File: src/rtl/tad_pkg.sv
// Constants and types shared by the aperture delay control block
package tad_pkg;
    localparam int ADDR_W = 10;
    localparam int DATA_W = 24;
    localparam int DELAY_W = 17;
    localparam int BYTE_W = 8;
    localparam int CAL_CNT_W = 17;
    localparam int RAMP_CNT_W = 8;

    // Register offsets
    localparam logic [9:0] OFS_CAL_ENABLE = 10'h2B0;
    localparam logic [9:0] OFS_CAL_STATUS = 10'h2B2;
    localparam logic [9:0] OFS_DELAY_SETTING = 10'h2B5;
    localparam logic [9:0] OFS_RAMP_CONTROL = 10'h2B8;
    localparam logic [9:0] OFS_IRQ_STATUS = 10'h2BA;
    localparam logic [9:0] OFS_IRQ_CLEAR = 10'h2BB;
    localparam logic [9:0] OFS_IRQ_ENABLE = 10'h2BC;

    // Field positions
    localparam int CAL_EN_BIT = 0;
    localparam int CAL_DONE_BIT = 17;
    localparam int INV_BIT = 16;
    localparam int COARSE_LSB = 8;
    localparam int FINE_LSB = 0;
    localparam int RAMP_EN_BIT = 0;
    localparam int RAMP_RATE_BIT = 1;

    // Reset values
    localparam logic [7:0] CAL_ENABLE_RST = 8'h00;
    localparam logic [23:0] DELAY_SETTING_RST = 24'h000000;
    localparam logic [7:0] RAMP_CONTROL_RST = 8'h00;
    localparam logic [1:0] IRQ_ENABLE_RST = 2'h0;

    // Timing counts in device clocks, ramp step sizes in codes
    localparam logic [7:0] RAMP_INTERVAL_LAST = 8'hFF;
    localparam int APPLY_LIMIT_CYCLES = 1024;
    localparam logic [16:0] CAL_CYCLES_DEFAULT = 17'h13000;
    localparam logic [7:0] STEP_SLOW = 8'h01;
    localparam logic [7:0] STEP_FAST = 8'h04;

    // Interrupt bits
    localparam int IRQ_W = 2;
    localparam int IRQ_CAL_DONE = 0;
    localparam int IRQ_RAMP_DONE = 1;

    typedef struct packed {
        logic [ADDR_W-1:0] addr;
        logic [DATA_W-1:0] wdata;
        logic wr;
        logic rd;
    } reg_req_t;

    typedef struct packed {
        logic invert;
        logic [BYTE_W-1:0] coarse;
        logic [BYTE_W-1:0] fine;
    } delay_word_t;
endpackage

File: src/rtl/cal_sequencer.sv
// Calibration sequencer: timed run, result capture, completion flag
`timescale 1ns/1ps
module cal_sequencer #(
    parameter logic [16:0] CAL_CYCLES = tad_pkg::CAL_CYCLES_DEFAULT
) (
    input wire logic i_sys_clk,
    input wire logic i_arst_n,
    input wire logic i_enable,
    input wire logic i_start,
    input wire logic [tad_pkg::DELAY_W-1:0] i_measure,
    output logic o_busy,
    output logic o_done,
    output logic o_done_pulse,
    output logic [tad_pkg::DELAY_W-1:0] o_result
);
    typedef enum logic [1:0] {CAL_IDLE, CAL_RUN, CAL_FINISHED} cal_state_t;

    cal_state_t state;
    logic [tad_pkg::CAL_CNT_W-1:0] count;
    logic last_cycle;

    assign last_cycle = (count == CAL_CYCLES - 17'h00001);

    always_ff @(posedge i_sys_clk or negedge i_arst_n) begin
        if (!i_arst_n) begin
            state <= CAL_IDLE;
        end else if (!i_enable) begin
            state <= CAL_IDLE;
        end else begin
            case (state)
                CAL_IDLE: begin
                    if (i_start) begin
                        state <= CAL_RUN;
                    end
                end
                CAL_RUN: begin
                    if (last_cycle) begin
                        state <= CAL_FINISHED;
                    end
                end
                default: begin
                    state <= CAL_FINISHED;
                end
            endcase
        end
    end

    always_ff @(posedge i_sys_clk or negedge i_arst_n) begin
        if (!i_arst_n) begin
            count <= '0;
        end else if (state == CAL_RUN) begin
            count <= count + 17'h00001;
        end else begin
            count <= '0;
        end
    end

    // Result only changes at the end of a run
    always_ff @(posedge i_sys_clk or negedge i_arst_n) begin
        if (!i_arst_n) begin
            o_result <= '0;
        end else if (state == CAL_RUN && last_cycle && i_enable) begin
            o_result <= i_measure;
        end
    end

    always_ff @(posedge i_sys_clk or negedge i_arst_n) begin
        if (!i_arst_n) begin
            o_done_pulse <= 1'b0;
        end else begin
            o_done_pulse <= (state == CAL_RUN) && last_cycle && i_enable;
        end
    end

    assign o_busy = (state == CAL_RUN);
    assign o_done = (state == CAL_FINISHED) && i_enable;
endmodule

File: src/rtl/aperture_delay_adjust_ctrl.sv
// Aperture delay control: registers, coarse ramp, calibration select, interrupt
//
// How it works
// - Complete flag only when calibration enabled and finished
// - Status low bits report calibration computed delay
// - Invert bit set inverts device sample clock
// - Manual mode applies coarse field as delay
// - Fine field joins coarse in manual delay
// - Without ramp, new delay within 1024 clocks
// - With ramp, step applied coarse toward written
// - Step one or four codes per 256
// - Calibration mode ignores manual setting register
// - Calibration starts on enable rising edge
`timescale 1ns/1ps
module aperture_delay_adjust_ctrl #(
    parameter logic [16:0] CAL_CYCLES = tad_pkg::CAL_CYCLES_DEFAULT
) (
    input wire logic i_sys_clk,
    input wire logic i_arst_n,
    input wire tad_pkg::reg_req_t i_req,
    input wire logic [tad_pkg::DELAY_W-1:0] i_cal_measure,
    output logic [tad_pkg::DATA_W-1:0] o_rdata,
    output tad_pkg::delay_word_t o_delay,
    output logic o_ramp_busy,
    output logic o_cal_busy,
    output logic o_irq
);
    typedef enum logic {RAMP_IDLE, RAMP_RUN} ramp_state_t;

    // Register storage
    logic [7:0] cal_enable_reg;
    logic [tad_pkg::DATA_W-1:0] delay_setting;
    logic [7:0] ramp_control;
    logic [tad_pkg::IRQ_W-1:0] irq_status;
    logic [tad_pkg::IRQ_W-1:0] irq_enable;

    // Ramp engine
    ramp_state_t ramp_state;
    logic [tad_pkg::RAMP_CNT_W-1:0] ramp_timer;
    logic [tad_pkg::BYTE_W-1:0] applied_coarse;
    logic [tad_pkg::BYTE_W-1:0] next_coarse;
    logic ramp_done_pulse;

    // Calibration
    logic cal_enable_q;
    logic cal_start;
    logic cal_done;
    logic cal_done_pulse;
    logic cal_busy;
    logic [tad_pkg::DELAY_W-1:0] cal_result;

    // Decoded strobes
    logic wr_cal_enable;
    logic wr_setting;
    logic wr_ramp;
    logic wr_irq_clear;
    logic wr_irq_enable;
    logic [tad_pkg::IRQ_W-1:0] irq_events;
    logic [tad_pkg::IRQ_W-1:0] irq_clear_mask;
    logic [tad_pkg::IRQ_W-1:0] next_irq_status;
    logic [tad_pkg::IRQ_W-1:0] next_irq_enable;

    logic cal_mode;
    logic ramp_en;
    logic ramp_fast;
    logic [tad_pkg::BYTE_W-1:0] coarse_target;
    logic [tad_pkg::BYTE_W-1:0] written_coarse;
    tad_pkg::delay_word_t manual_word;

    function automatic logic hit(input logic [9:0] addr, input logic [9:0] ofs);
        hit = (addr == ofs);
    endfunction

    // Read-bus padding keeps reserved upper bits at zero
    function automatic logic [23:0] pad_byte(input logic [7:0] v);
        pad_byte = {16'h0000, v};
    endfunction

    function automatic logic [23:0] pad_irq(input logic [tad_pkg::IRQ_W-1:0] v);
        pad_irq = {22'h0, v};
    endfunction

    // Moves toward target without overshooting it
    function automatic logic [7:0] step_toward(
        input logic [7:0] cur,
        input logic [7:0] tgt,
        input logic fast
    );
        logic [7:0] step;
        logic [7:0] gap;
        step = fast ? tad_pkg::STEP_FAST : tad_pkg::STEP_SLOW;
        if (tgt > cur) begin
            gap = tgt - cur;
            step_toward = (gap < step) ? tgt : cur + step;
        end else begin
            gap = cur - tgt;
            step_toward = (gap < step) ? tgt : cur - step;
        end
    endfunction

    // Address decoding
    always_comb begin
        wr_cal_enable = 1'b0;
        wr_setting = 1'b0;
        wr_ramp = 1'b0;
        wr_irq_clear = 1'b0;
        wr_irq_enable = 1'b0;
        if (i_req.wr) begin
            if (hit(i_req.addr, tad_pkg::OFS_CAL_ENABLE)) begin
                wr_cal_enable = 1'b1;
            end else if (hit(i_req.addr, tad_pkg::OFS_DELAY_SETTING)) begin
                wr_setting = 1'b1;
            end else if (hit(i_req.addr, tad_pkg::OFS_RAMP_CONTROL)) begin
                wr_ramp = 1'b1;
            end else if (hit(i_req.addr, tad_pkg::OFS_IRQ_CLEAR)) begin
                wr_irq_clear = 1'b1;
            end else if (hit(i_req.addr, tad_pkg::OFS_IRQ_ENABLE)) begin
                wr_irq_enable = 1'b1;
            end
        end
    end

    assign cal_mode = cal_enable_reg[tad_pkg::CAL_EN_BIT];
    assign ramp_en = ramp_control[tad_pkg::RAMP_EN_BIT];
    assign ramp_fast = ramp_control[tad_pkg::RAMP_RATE_BIT];
    assign coarse_target = delay_setting[tad_pkg::COARSE_LSB +: tad_pkg::BYTE_W];
    assign written_coarse = i_req.wdata[tad_pkg::COARSE_LSB +: tad_pkg::BYTE_W];
    // Start pulse lasts exactly one clock after the enable bit rises
    assign cal_start = cal_mode && !cal_enable_q;

    // Control registers; reserved bits are kept as written, except in the interrupt enable register, which stores only its two bits
    always_ff @(posedge i_sys_clk or negedge i_arst_n) begin
        if (!i_arst_n) begin
            cal_enable_reg <= tad_pkg::CAL_ENABLE_RST;
        end else if (wr_cal_enable) begin
            cal_enable_reg <= i_req.wdata[7:0];
        end
    end

    always_ff @(posedge i_sys_clk or negedge i_arst_n) begin
        if (!i_arst_n) begin
            delay_setting <= tad_pkg::DELAY_SETTING_RST;
        end else if (wr_setting) begin
            delay_setting <= i_req.wdata;
        end
    end

    always_ff @(posedge i_sys_clk or negedge i_arst_n) begin
        if (!i_arst_n) begin
            ramp_control <= tad_pkg::RAMP_CONTROL_RST;
        end else if (wr_ramp) begin
            ramp_control <= i_req.wdata[7:0];
        end
    end

    always_ff @(posedge i_sys_clk or negedge i_arst_n) begin
        if (!i_arst_n) begin
            irq_enable <= tad_pkg::IRQ_ENABLE_RST;
        end else begin
            irq_enable <= next_irq_enable;
        end
    end

    // Edge detect of the enable bit for the start pulse
    always_ff @(posedge i_sys_clk or negedge i_arst_n) begin
        if (!i_arst_n) begin
            cal_enable_q <= 1'b0;
        end else begin
            cal_enable_q <= cal_mode;
        end
    end

    cal_sequencer #(
        .CAL_CYCLES(CAL_CYCLES)
    ) u_cal_sequencer (
        .i_sys_clk(i_sys_clk),
        .i_arst_n(i_arst_n),
        .i_enable(cal_mode),
        .i_start(cal_start),
        .i_measure(i_cal_measure),
        .o_busy(cal_busy),
        .o_done(cal_done),
        .o_done_pulse(cal_done_pulse),
        .o_result(cal_result)
    );

    // Ramp state machine; a write that lands on the current value needs no ramp
    always_ff @(posedge i_sys_clk or negedge i_arst_n) begin
        if (!i_arst_n) begin
            ramp_state <= RAMP_IDLE;
        end else begin
            case (ramp_state)
                RAMP_IDLE: begin
                    if (wr_setting && ramp_en && written_coarse != applied_coarse) begin
                        ramp_state <= RAMP_RUN;
                    end
                end
                RAMP_RUN: begin
                    if (!ramp_en) begin
                        ramp_state <= RAMP_IDLE;
                    end else if (wr_setting && written_coarse == applied_coarse) begin
                        ramp_state <= RAMP_IDLE;
                    end else if (!wr_setting && ramp_timer == tad_pkg::RAMP_INTERVAL_LAST &&
                                 next_coarse == coarse_target) begin
                        // A write on the last tick retargets, so the ramp must not end here
                        ramp_state <= RAMP_IDLE;
                    end
                end
                default: begin
                    ramp_state <= RAMP_IDLE;
                end
            endcase
        end
    end

    // Interval timer restarts on every coarse write
    always_ff @(posedge i_sys_clk or negedge i_arst_n) begin
        if (!i_arst_n) begin
            ramp_timer <= '0;
        end else if (ramp_state != RAMP_RUN || wr_setting) begin
            ramp_timer <= '0;
        end else begin
            ramp_timer <= ramp_timer + 8'h01;
        end
    end

    assign next_coarse = step_toward(applied_coarse, coarse_target, ramp_fast);

    // Applied coarse code; abrupt update takes one clock, well inside the limit
    always_ff @(posedge i_sys_clk or negedge i_arst_n) begin
        if (!i_arst_n) begin
            applied_coarse <= '0;
        end else if (!ramp_en) begin
            // Snap whenever the ramp is off, so clearing the enable ends cleanly
            applied_coarse <= coarse_target;
        end else if (ramp_state == RAMP_RUN && ramp_timer == tad_pkg::RAMP_INTERVAL_LAST &&
                     !wr_setting) begin
            applied_coarse <= next_coarse;
        end
    end

    always_ff @(posedge i_sys_clk or negedge i_arst_n) begin
        if (!i_arst_n) begin
            ramp_done_pulse <= 1'b0;
        end else begin
            // Event only on reaching the target, never on an abrupt write
            ramp_done_pulse <= ramp_state == RAMP_RUN && ramp_en && !wr_setting &&
                               ramp_timer == tad_pkg::RAMP_INTERVAL_LAST &&
                               next_coarse == coarse_target;
        end
    end

    always_ff @(posedge i_sys_clk or negedge i_arst_n) begin
        if (!i_arst_n) begin
            o_ramp_busy <= 1'b0;
        end else begin
            o_ramp_busy <= (ramp_state == RAMP_RUN);
        end
    end

    always_ff @(posedge i_sys_clk or negedge i_arst_n) begin
        if (!i_arst_n) begin
            o_cal_busy <= 1'b0;
        end else begin
            o_cal_busy <= cal_busy;
        end
    end

    // Manual word: invert, applied coarse and fine
    always_comb begin
        manual_word.invert = delay_setting[tad_pkg::INV_BIT];
        manual_word.coarse = applied_coarse;
        manual_word.fine = delay_setting[tad_pkg::FINE_LSB +: tad_pkg::BYTE_W];
    end

    // Calibration result replaces the manual setting entirely
    always_ff @(posedge i_sys_clk or negedge i_arst_n) begin
        if (!i_arst_n) begin
            o_delay <= '0;
        end else if (cal_mode) begin
            o_delay <= cal_result;
        end else begin
            o_delay <= manual_word;
        end
    end

    // Sticky events; a new event beats a same-cycle clear
    assign irq_events = {ramp_done_pulse, cal_done_pulse};
    assign irq_clear_mask = wr_irq_clear ? i_req.wdata[tad_pkg::IRQ_W-1:0] : '0;

    // Next interrupt state, shared by the status and the output level
    always_comb begin
        next_irq_status = (irq_status & ~irq_clear_mask) | irq_events;
        next_irq_enable = irq_enable;
        if (wr_irq_enable) begin
            next_irq_enable = i_req.wdata[tad_pkg::IRQ_W-1:0];
        end
    end

    always_ff @(posedge i_sys_clk or negedge i_arst_n) begin
        if (!i_arst_n) begin
            irq_status <= '0;
        end else begin
            irq_status <= next_irq_status;
        end
    end

    always_ff @(posedge i_sys_clk or negedge i_arst_n) begin
        if (!i_arst_n) begin
            o_irq <= 1'b0;
        end else begin
            // Next values, so the level has no lag behind enable writes
            o_irq <= |(next_irq_status & next_irq_enable);
        end
    end

    // Read data valid in the cycle after the strobe only
    always_ff @(posedge i_sys_clk or negedge i_arst_n) begin
        if (!i_arst_n) begin
            o_rdata <= '0;
        end else if (!i_req.rd) begin
            o_rdata <= '0;
        end else if (hit(i_req.addr, tad_pkg::OFS_CAL_ENABLE)) begin
            o_rdata <= pad_byte(cal_enable_reg);
        end else if (hit(i_req.addr, tad_pkg::OFS_CAL_STATUS)) begin
            o_rdata <= {6'h00, cal_done, cal_result};
        end else if (hit(i_req.addr, tad_pkg::OFS_DELAY_SETTING)) begin
            o_rdata <= delay_setting;
        end else if (hit(i_req.addr, tad_pkg::OFS_RAMP_CONTROL)) begin
            o_rdata <= pad_byte(ramp_control);
        end else if (hit(i_req.addr, tad_pkg::OFS_IRQ_STATUS)) begin
            o_rdata <= pad_irq(irq_status);
        end else if (hit(i_req.addr, tad_pkg::OFS_IRQ_CLEAR)) begin
            o_rdata <= 24'h000000; // Clear register is write-only
        end else if (hit(i_req.addr, tad_pkg::OFS_IRQ_ENABLE)) begin
            o_rdata <= pad_irq(irq_enable);
        end else begin
            o_rdata <= '0;
        end
    end
endmodule

File: config.mk
export PLATFORM = sky130hd
export DESIGN_NAME = aperture_delay_adjust_ctrl
export DESIGN_NICKNAME = d
export VERILOG_FILES = /design/src/rtl/tad_pkg.sv /design/src/rtl/cal_sequencer.sv /design/src/rtl/aperture_delay_adjust_ctrl.sv
export SDC_FILE = /design/constraint.sdc
export NUM_CORES = 1
export LEC_CHECK = 0
export ABC_AREA = 1
export BUFFER_PORTS_ARGS = -buffer_cell sky130_fd_sc_hd__buf_2
export CORE_UTILIZATION = 53
export CTS_CLUSTER_SIZE = 14
export DETAILED_ROUTE_END_ITERATION = 10
export GPL_ROUTABILITY_DRIVEN = 0
export PLACE_DENSITY = 0.77
export SYNTH_ARGS = -nofsm -noshare
export SYNTH_HDL_FRONTEND = slang
export SYNTH_SLANG_ARGS = --single-unit
File: constraint.sdc
create_clock -name i_sys_clk -period 3.1 [get_ports i_sys_clk]
set_clock_uncertainty 0.1 [all_clocks]
set_input_delay 0.155 -clock i_sys_clk [delete_from_list [all_inputs] [get_ports i_sys_clk]]
set_output_delay 0.155 -clock i_sys_clk [all_outputs]
set_load 0.02 [all_outputs]
-- After elaboration in Yosys (flattened, before gate mapping)
Index checks and enable logic that the tools add are counted.
- register bits: 144
- input bits: 55
- output and inout port bits: 44
- word-level logic and storage cells: 121
- add/sub/neg operators: 6
- magnitude comparators: 3
- equal/unequal tests: 17
- muxes and demuxes: 48
- bitwise gates (word level): 5
- reduce and logical (&&, ||, !) cells: 21
- operator list (kind ; count):
    two-way mux 24 bit ; 4
    == test 10 bit, second input constant ; 7
    two-way mux 8 bit ; 7
    two-way mux 17 bit ; 2
    two-way mux 1 bit ; 24
    adder 17 x 1 -> 17 bit, second input constant ; 1
    == test 17 bit, second input constant ; 1
    == test 8 bit ; 2
    less-than comparator 8 x 3 -> 1 bit ; 2
    two-way mux 2 bit ; 8
    subtractor 8 bit ; 2
    logical AND 1 bit ; 15
    adder 8 x 1 -> 8 bit, second input constant ; 1
    adder 8 x 3 -> 8 bit ; 1
    == test 8 bit, second input constant ; 1
    greater-than comparator 8 bit ; 1
    != test 8 bit ; 1
    subtractor 8 x 3 -> 8 bit ; 1
    AND 2 bit ; 2
    case mux 2 bit (2 select lines) ; 1
    two-way mux 3 bit ; 1
    != test 3 x 2 -> 1 bit, second input constant ; 1
    != test 3 bit, second input constant ; 1
    == test 2 x 1 -> 1 bit, second input constant ; 1
    other kinds (11) ; 12

-- Depth between registers and ports, before layout
- depth in word-level cells: 12
- gate-level depth with buffers: 24
- mapped depth without buffers: 23

-- Cells and area by module
From an unflattened synthesis, not the netlist that was laid out.
- cell total of the unflattened synthesis: 1059
- area total of the unflattened synthesis: 8172.8 sq um
- by module, submodules not included (module ; times used ; cells an instance ; area each (sq um) ; seq. area each (sq um)):
    aperture_delay_adjust_ctrl ; 1 ; 844 ; 6336.1 ; 2677.6
    cal_sequencer ; 1 ; 215 ; 1836.8 ; 925.9

-- Worst setup path before layout
No wires, ideal clock.
- kind: reg-to-reg
- start: register applied_coarse[0] (netlist name)
- end: register ramp_state
- library setup time: 117 ps
- arrival: 2733 ps
- data required time: 2883 ps
- path slack: 150 ps
- cell stages (with the launch flop): 21
- path buffers: 1
- clock period less this slack: 2950 ps
- cell sequence: dfrtp_1 inv_1 ha_1 fa_1 xnor2_1 ha_1 a21oi_1 nand3_4 nor2_8 nand2_2 buf_6 nand2_2 nand3_2 nand2_1 nand2_1 nand2_1 nand2_1 nor2_1 nand2_1 nand2_1 nand2_1
- cells in the longest elaborated chain, start to end: 10
- elaborated cells between the ends (all ways): 21
- those cells by class: add/sub (4); order compare (3); eq/ne (3); mux (8); reduce/logical (3)
- RTL lines (what ; RTL line ; text):
    start: declaration ; aperture_delay_adjust_ctrl.sv:40 ; logic [tad_pkg::BYTE_W-1:0] applied_coarse;
    start signal: assignment ; aperture_delay_adjust_ctrl.sv:235 ; applied_coarse <= coarse_target;
    start signal: assignment ; aperture_delay_adjust_ctrl.sv:238 ; applied_coarse <= next_coarse;
    subtractor 8 bit, on equally long branches ; aperture_delay_adjust_ctrl.sv:96, aperture_delay_adjust_ctrl.sv:93 ;
    less-than comparator 8 x 3 -> 1 bit, on equally long branches ; aperture_delay_adjust_ctrl.sv:97, aperture_delay_adjust_ctrl.sv:94 ;
    two-way mux 8 bit, on equally long branches ; aperture_delay_adjust_ctrl.sv:97, aperture_delay_adjust_ctrl.sv:94 ;
    two-way mux 8 bit ; aperture_delay_adjust_ctrl.sv:92 ; if (tgt > cur) begin
    == test 8 bit ; aperture_delay_adjust_ctrl.sv:204 ; next_coarse == coarse_target) begin
    logical AND 1 bit ; aperture_delay_adjust_ctrl.sv:203 ; end else if (!wr_setting && ramp_timer == tad_pkg::RAMP_INTERVAL_LAST &&
    two-way mux 1 bit ; aperture_delay_adjust_ctrl.sv:203 ;
    two-way mux 1 bit ; aperture_delay_adjust_ctrl.sv:201 ; end else if (wr_setting && written_coarse == applied_coarse) begin
    two-way mux 1 bit ; aperture_delay_adjust_ctrl.sv:199 ; if (!ramp_en) begin
    case mux 1 bit (2 select lines) * ; aperture_delay_adjust_ctrl.sv:192 ; case (ramp_state)
    end signal: assignment ; aperture_delay_adjust_ctrl.sv:195 ; ramp_state <= RAMP_RUN;
    end signal: assignment ; aperture_delay_adjust_ctrl.sv:200 ; ramp_state <= RAMP_IDLE;
    end signal: assignment ; aperture_delay_adjust_ctrl.sv:202 ; ramp_state <= RAMP_IDLE;
    end: declaration ; aperture_delay_adjust_ctrl.sv:38 ; ramp_state_t ramp_state;
Every way passes the cells marked *; elsewhere a longest branch is shown, timed or not.
A chain may end at the register's enable or synchronous reset.

-- Final worst setup path
- start: register delay_setting[8] (netlist name)
- end: register ramp_state
- cells in the longest elaborated chain, start to end: 10
- elaborated cells between the ends (all ways): 14
- those cells by class: add/sub (2); order compare (3); eq/ne (1); mux (7); reduce/logical (1)
- RTL lines (what ; RTL line ; text):
    start: declaration ; aperture_delay_adjust_ctrl.sv:32 ; logic [tad_pkg::DATA_W-1:0] delay_setting;
    start signal: assignment ; aperture_delay_adjust_ctrl.sv:142 ; delay_setting <= tad_pkg::DELAY_SETTING_RST;
    start signal: assignment ; aperture_delay_adjust_ctrl.sv:144 ; delay_setting <= i_req.wdata;
    subtractor 8 bit, on equally long branches ; aperture_delay_adjust_ctrl.sv:96, aperture_delay_adjust_ctrl.sv:93 ;
    less-than comparator 8 x 3 -> 1 bit, on equally long branches ; aperture_delay_adjust_ctrl.sv:97, aperture_delay_adjust_ctrl.sv:94 ;
    two-way mux 8 bit, on equally long branches ; aperture_delay_adjust_ctrl.sv:97, aperture_delay_adjust_ctrl.sv:94 ;
    two-way mux 8 bit ; aperture_delay_adjust_ctrl.sv:92 ;
    == test 8 bit * ; aperture_delay_adjust_ctrl.sv:204 ;
    logical AND 1 bit * ; aperture_delay_adjust_ctrl.sv:203 ;
    two-way mux 1 bit * ; aperture_delay_adjust_ctrl.sv:203 ;
    two-way mux 1 bit * ; aperture_delay_adjust_ctrl.sv:201 ;
    two-way mux 1 bit * ; aperture_delay_adjust_ctrl.sv:199 ;
    case mux 1 bit (2 select lines) * ; aperture_delay_adjust_ctrl.sv:192 ;
Marked as above.

==> out/results.ini <==
[worst_setup_path]
worstPathMaxFanout = 6
slowest_stage = dfrtp_1
critPathTopFamily = simple AND/OR/NAND/NOR gates
rr_worst_depth = 20
path_class = reg2reg
endpoint_kind = flop
reg2reg_slack_ns = 0.04
required_ns = 3.31
crit_arrival_ns = 3.27
crit_top_cell = nand2_1
critPathBufInv = 2
max_stage_delay_ns = 0.39
r2r-start = delay_setting[8]
r2r-end = ramp_state
worstSetupStartpointType = flop
path_cells = inv_2 -> ha_2 -> fa_2 -> xnor2_1 -> ha_1 -> a21oi_2 -> nand3_2 -> nor2_4 -> buf_4 -> nand3_1 -> nand2_1 -> nand2_1 -> nand2_1 -> nand2_1 -> nand2_1 -> nand2_1 -> nor2_1 -> nand2_1 -> nand2_1 -> nand2_1
cp.depth = 20

[grt]
grt_max_degree = 92
grt_pass1_vias = 7070
overflow = 0
track_usage_pct = 29.5
antenna_found_initial = 0
grt_pass1_wl_um = 34200

[clocking]
clockBufferDepth = 2
cts_inserted_buffers = 17
clockRootBuffer = clkbuf_16
numClockSinks = 144
clock_latency_ns = 0.42
cts_max_level = 4
cts_tree = yes
clkSlewWorstSetupHoldPaths_ns = 0.06

[floorplan]
fp.dieH_um = 124
rows = 44
boundaryPins = 99
core_sq_mm = 0.0145
die_w_um = 124
die_area_sq_mm = 0.0154
initial_core_util_pct = 54.3

[detailed_routing]
vias_per_cell = 5.51
drtAntennaViolNets = 0
dr.pass1.iters = 6
drc_errors = 0
drt-initial-drc-count = 849
wl_per_cell_um = 15.6
num_vias = 7716
totalWireLength_um = 21800

[synthesis]
synth_top_family_by_area = simple AND/OR/NAND/NOR gates
ys_seq_area_share_pct = 45.7
synthFlopType = dfrtp_1
postSynthCellCount = 1030
synth.cell_area_sq_mm = 0.00789
synth_compound_area_share_pct = 9.69
ys_types = 41
async_flop_share_pct = 100
postSynthAreaPerCell_sq_um = 7.66
ys_seq_elements = 144
yosys.area_share.simple_pct = 32.0
synthAdderAreaFrac_pct = 4.47
syn_nets = 1112
synthMuxAreaShare_pct = 0
yosysWarnings = 0
synth_edf_count = 0
synth_xor_area_share_pct = 1.33

[timing]
finalSetupViolCount = 0
holdWs_ns = 0.0166
tightest_slew_ns = 1.07
hold_viol = 0
slew_viol_final = 0
rsz0062_at_grt = true
slew_headroom_pct = 28.0
max_clock_freq_mhz = 327
finalCritPeriodShare_pct = 98.8
tns_ns = 0
finalCriticalPeriod_ns = 3.06

[finish]
layout.cells.non_filler = 1401
num-nets-final = 1287
final_cell_mix = nand2_1, dfrtp_1, inv_1
antennaDiodeCount = 0
layout-drive-gt1-share_pct = 18.2
regArea_sq_mm = 0.00360
fillers = 1152
final_common_cell = nand2_1
multi_input_area_sq_mm = 0.00382
finalInstanceArea_sq_mm = 0.00989
largestRegisters = delay_setting: 24 flops, o_rdata: 24 flops
area_delta_synth_final_pct = 25.4

[place]
port-buffer-count = 98
place_inst = 1321
dp_hpwl_um = 15200
dpl-instance-area_sq_mm = 0.00878

[power_and_ir_drop]
total_power_mw = 4.84
ir_drop_mv = 0.390
powerDensity_mw_per_mm2 = 489
p_leak_nw = 5.07

[min_path]
min_from = i_req[3]
hold_depth = 3
hp-class = in2reg
hold_end = delay_setting[1]

[run_status]
status = finished, final reports clean

[run]
drv_cap = 0

-- power by group --
group	internal (mW)	leakage, nW	switching (mW)
logic	0.339	2.88	0.599
clock network	1.20	0.282	0.792
registers	1.90	1.91	0.0117
total	3.44	5.07	1.40
-- worst reg2reg max path, delay by kind of cell (launching register included) --
family / cells / cell delay [ns]
flops: 1 / 0.39
xor+xnor: 1 / 0.14
simple gates: 13 / 1.14
fa+ha+maj: 3 / 0.84
compound gates: 1 / 0.16
buf+inv: 2 / 0.22
-- synth_stat cells (2+ instances only) --
cell type / number / area, sq um
nor2_4: 2 / 22.5
nand2_1: 361 / 1360
xnor2_1: 3 / 26.3
nor2_1: 63 / 236
nand4_1: 17 / 106
xor2_1: 9 / 78.8
nor2_8: 2 / 40.0
o21ai_0: 60 / 300
nand3_2: 6 / 60.1
clkinv_1: 4 / 15.0
ha_1: 25 / 313
a211oi_1: 14 / 105
inv_1: 102 / 383
nor4_1: 2 / 12.5
dfrtp_1: 144 / 3600
nand2_2: 9 / 56.3
nand3_1: 78 / 390
fa_1: 2 / 40.0
nor3b_1: 4 / 30.0
nand2_4: 2 / 22.5
inv_2: 3 / 11.3
clkbuf_1: 24 / 90.1
a21oi_2: 2 / 17.5
o211ai_1: 11 / 82.6
a31oi_1: 8 / 50.1
buf_6: 2 / 22.5
and3_1: 5 / 31.3
buf_4: 2 / 15.0
a21oi_1: 34 / 170
nor3_1: 17 / 85.1
nor2_2: 3 / 18.8
-- metrics by stage --
step | utilization, % | setup WS (ns)
floorplan | - | 0.150
global placement | 60.4 | 0.0630
detailed placement | 60.4 | -0.0569
CTS | 67.4 | 0.0244
global route | 68.1 | -0.135
finish | 68.1 | 0.0379
-- cell type report --
| class | instances | share of cell area, % |
|---|---|---|
| Clock inverter | 13 | 1.40 |
| Multi-Input combinational cell | 750 | 38.6 |
| Sequential cell | 144 | 36.4 |
| Timing Repair Buffer | 183 | 12.7 |
| Clock buffer | 18 | 4.44 |
| Tap cell | 184 | 2.33 |
| Inverter | 109 | 4.14 |
-- repair_timing --
action                                  CTS  global route
buffers inserted                          0             5
cloned                                    0             2
gates resized for setup                   2            14
hold buffers                             42             0
endpoints found under the hold margin   148             0
endpoints found under the setup margin    2             2
pin swaps                                 0             7
-- kinds of logic after synthesis --
| kind of cell | count (synthesis) |
|---|---|
| buf+inv | 138 |
| flops | 144 |
| compound gates | 134 |
| xor+xnor | 12 |
| simple gates | 575 |
| fa+ha+maj | 27 |
-- worst max-delay path by stage --
stage                 end              start
6_report       ramp_state   delay_setting[8]
3_5_place_dp   ramp_state  applied_coarse[0]
2_1_floorplan  ramp_state  applied_coarse[0]
4_1_cts        ramp_state   delay_setting[8]
3_3_place_gp   ramp_state  applied_coarse[0]
5_1_grt        ramp_state   delay_setting[8]
-- per-layer routing --
metal	global-route usage (%)	part of all wire [%]	wire length, um
met3	9.11	8.6	1880
met5	0	0	0
met2	45.3	46	9940
met1	38.7	42	9200
met4	12.1	3.8	824
Note: power is estimated with default switching activity, not from simulation.
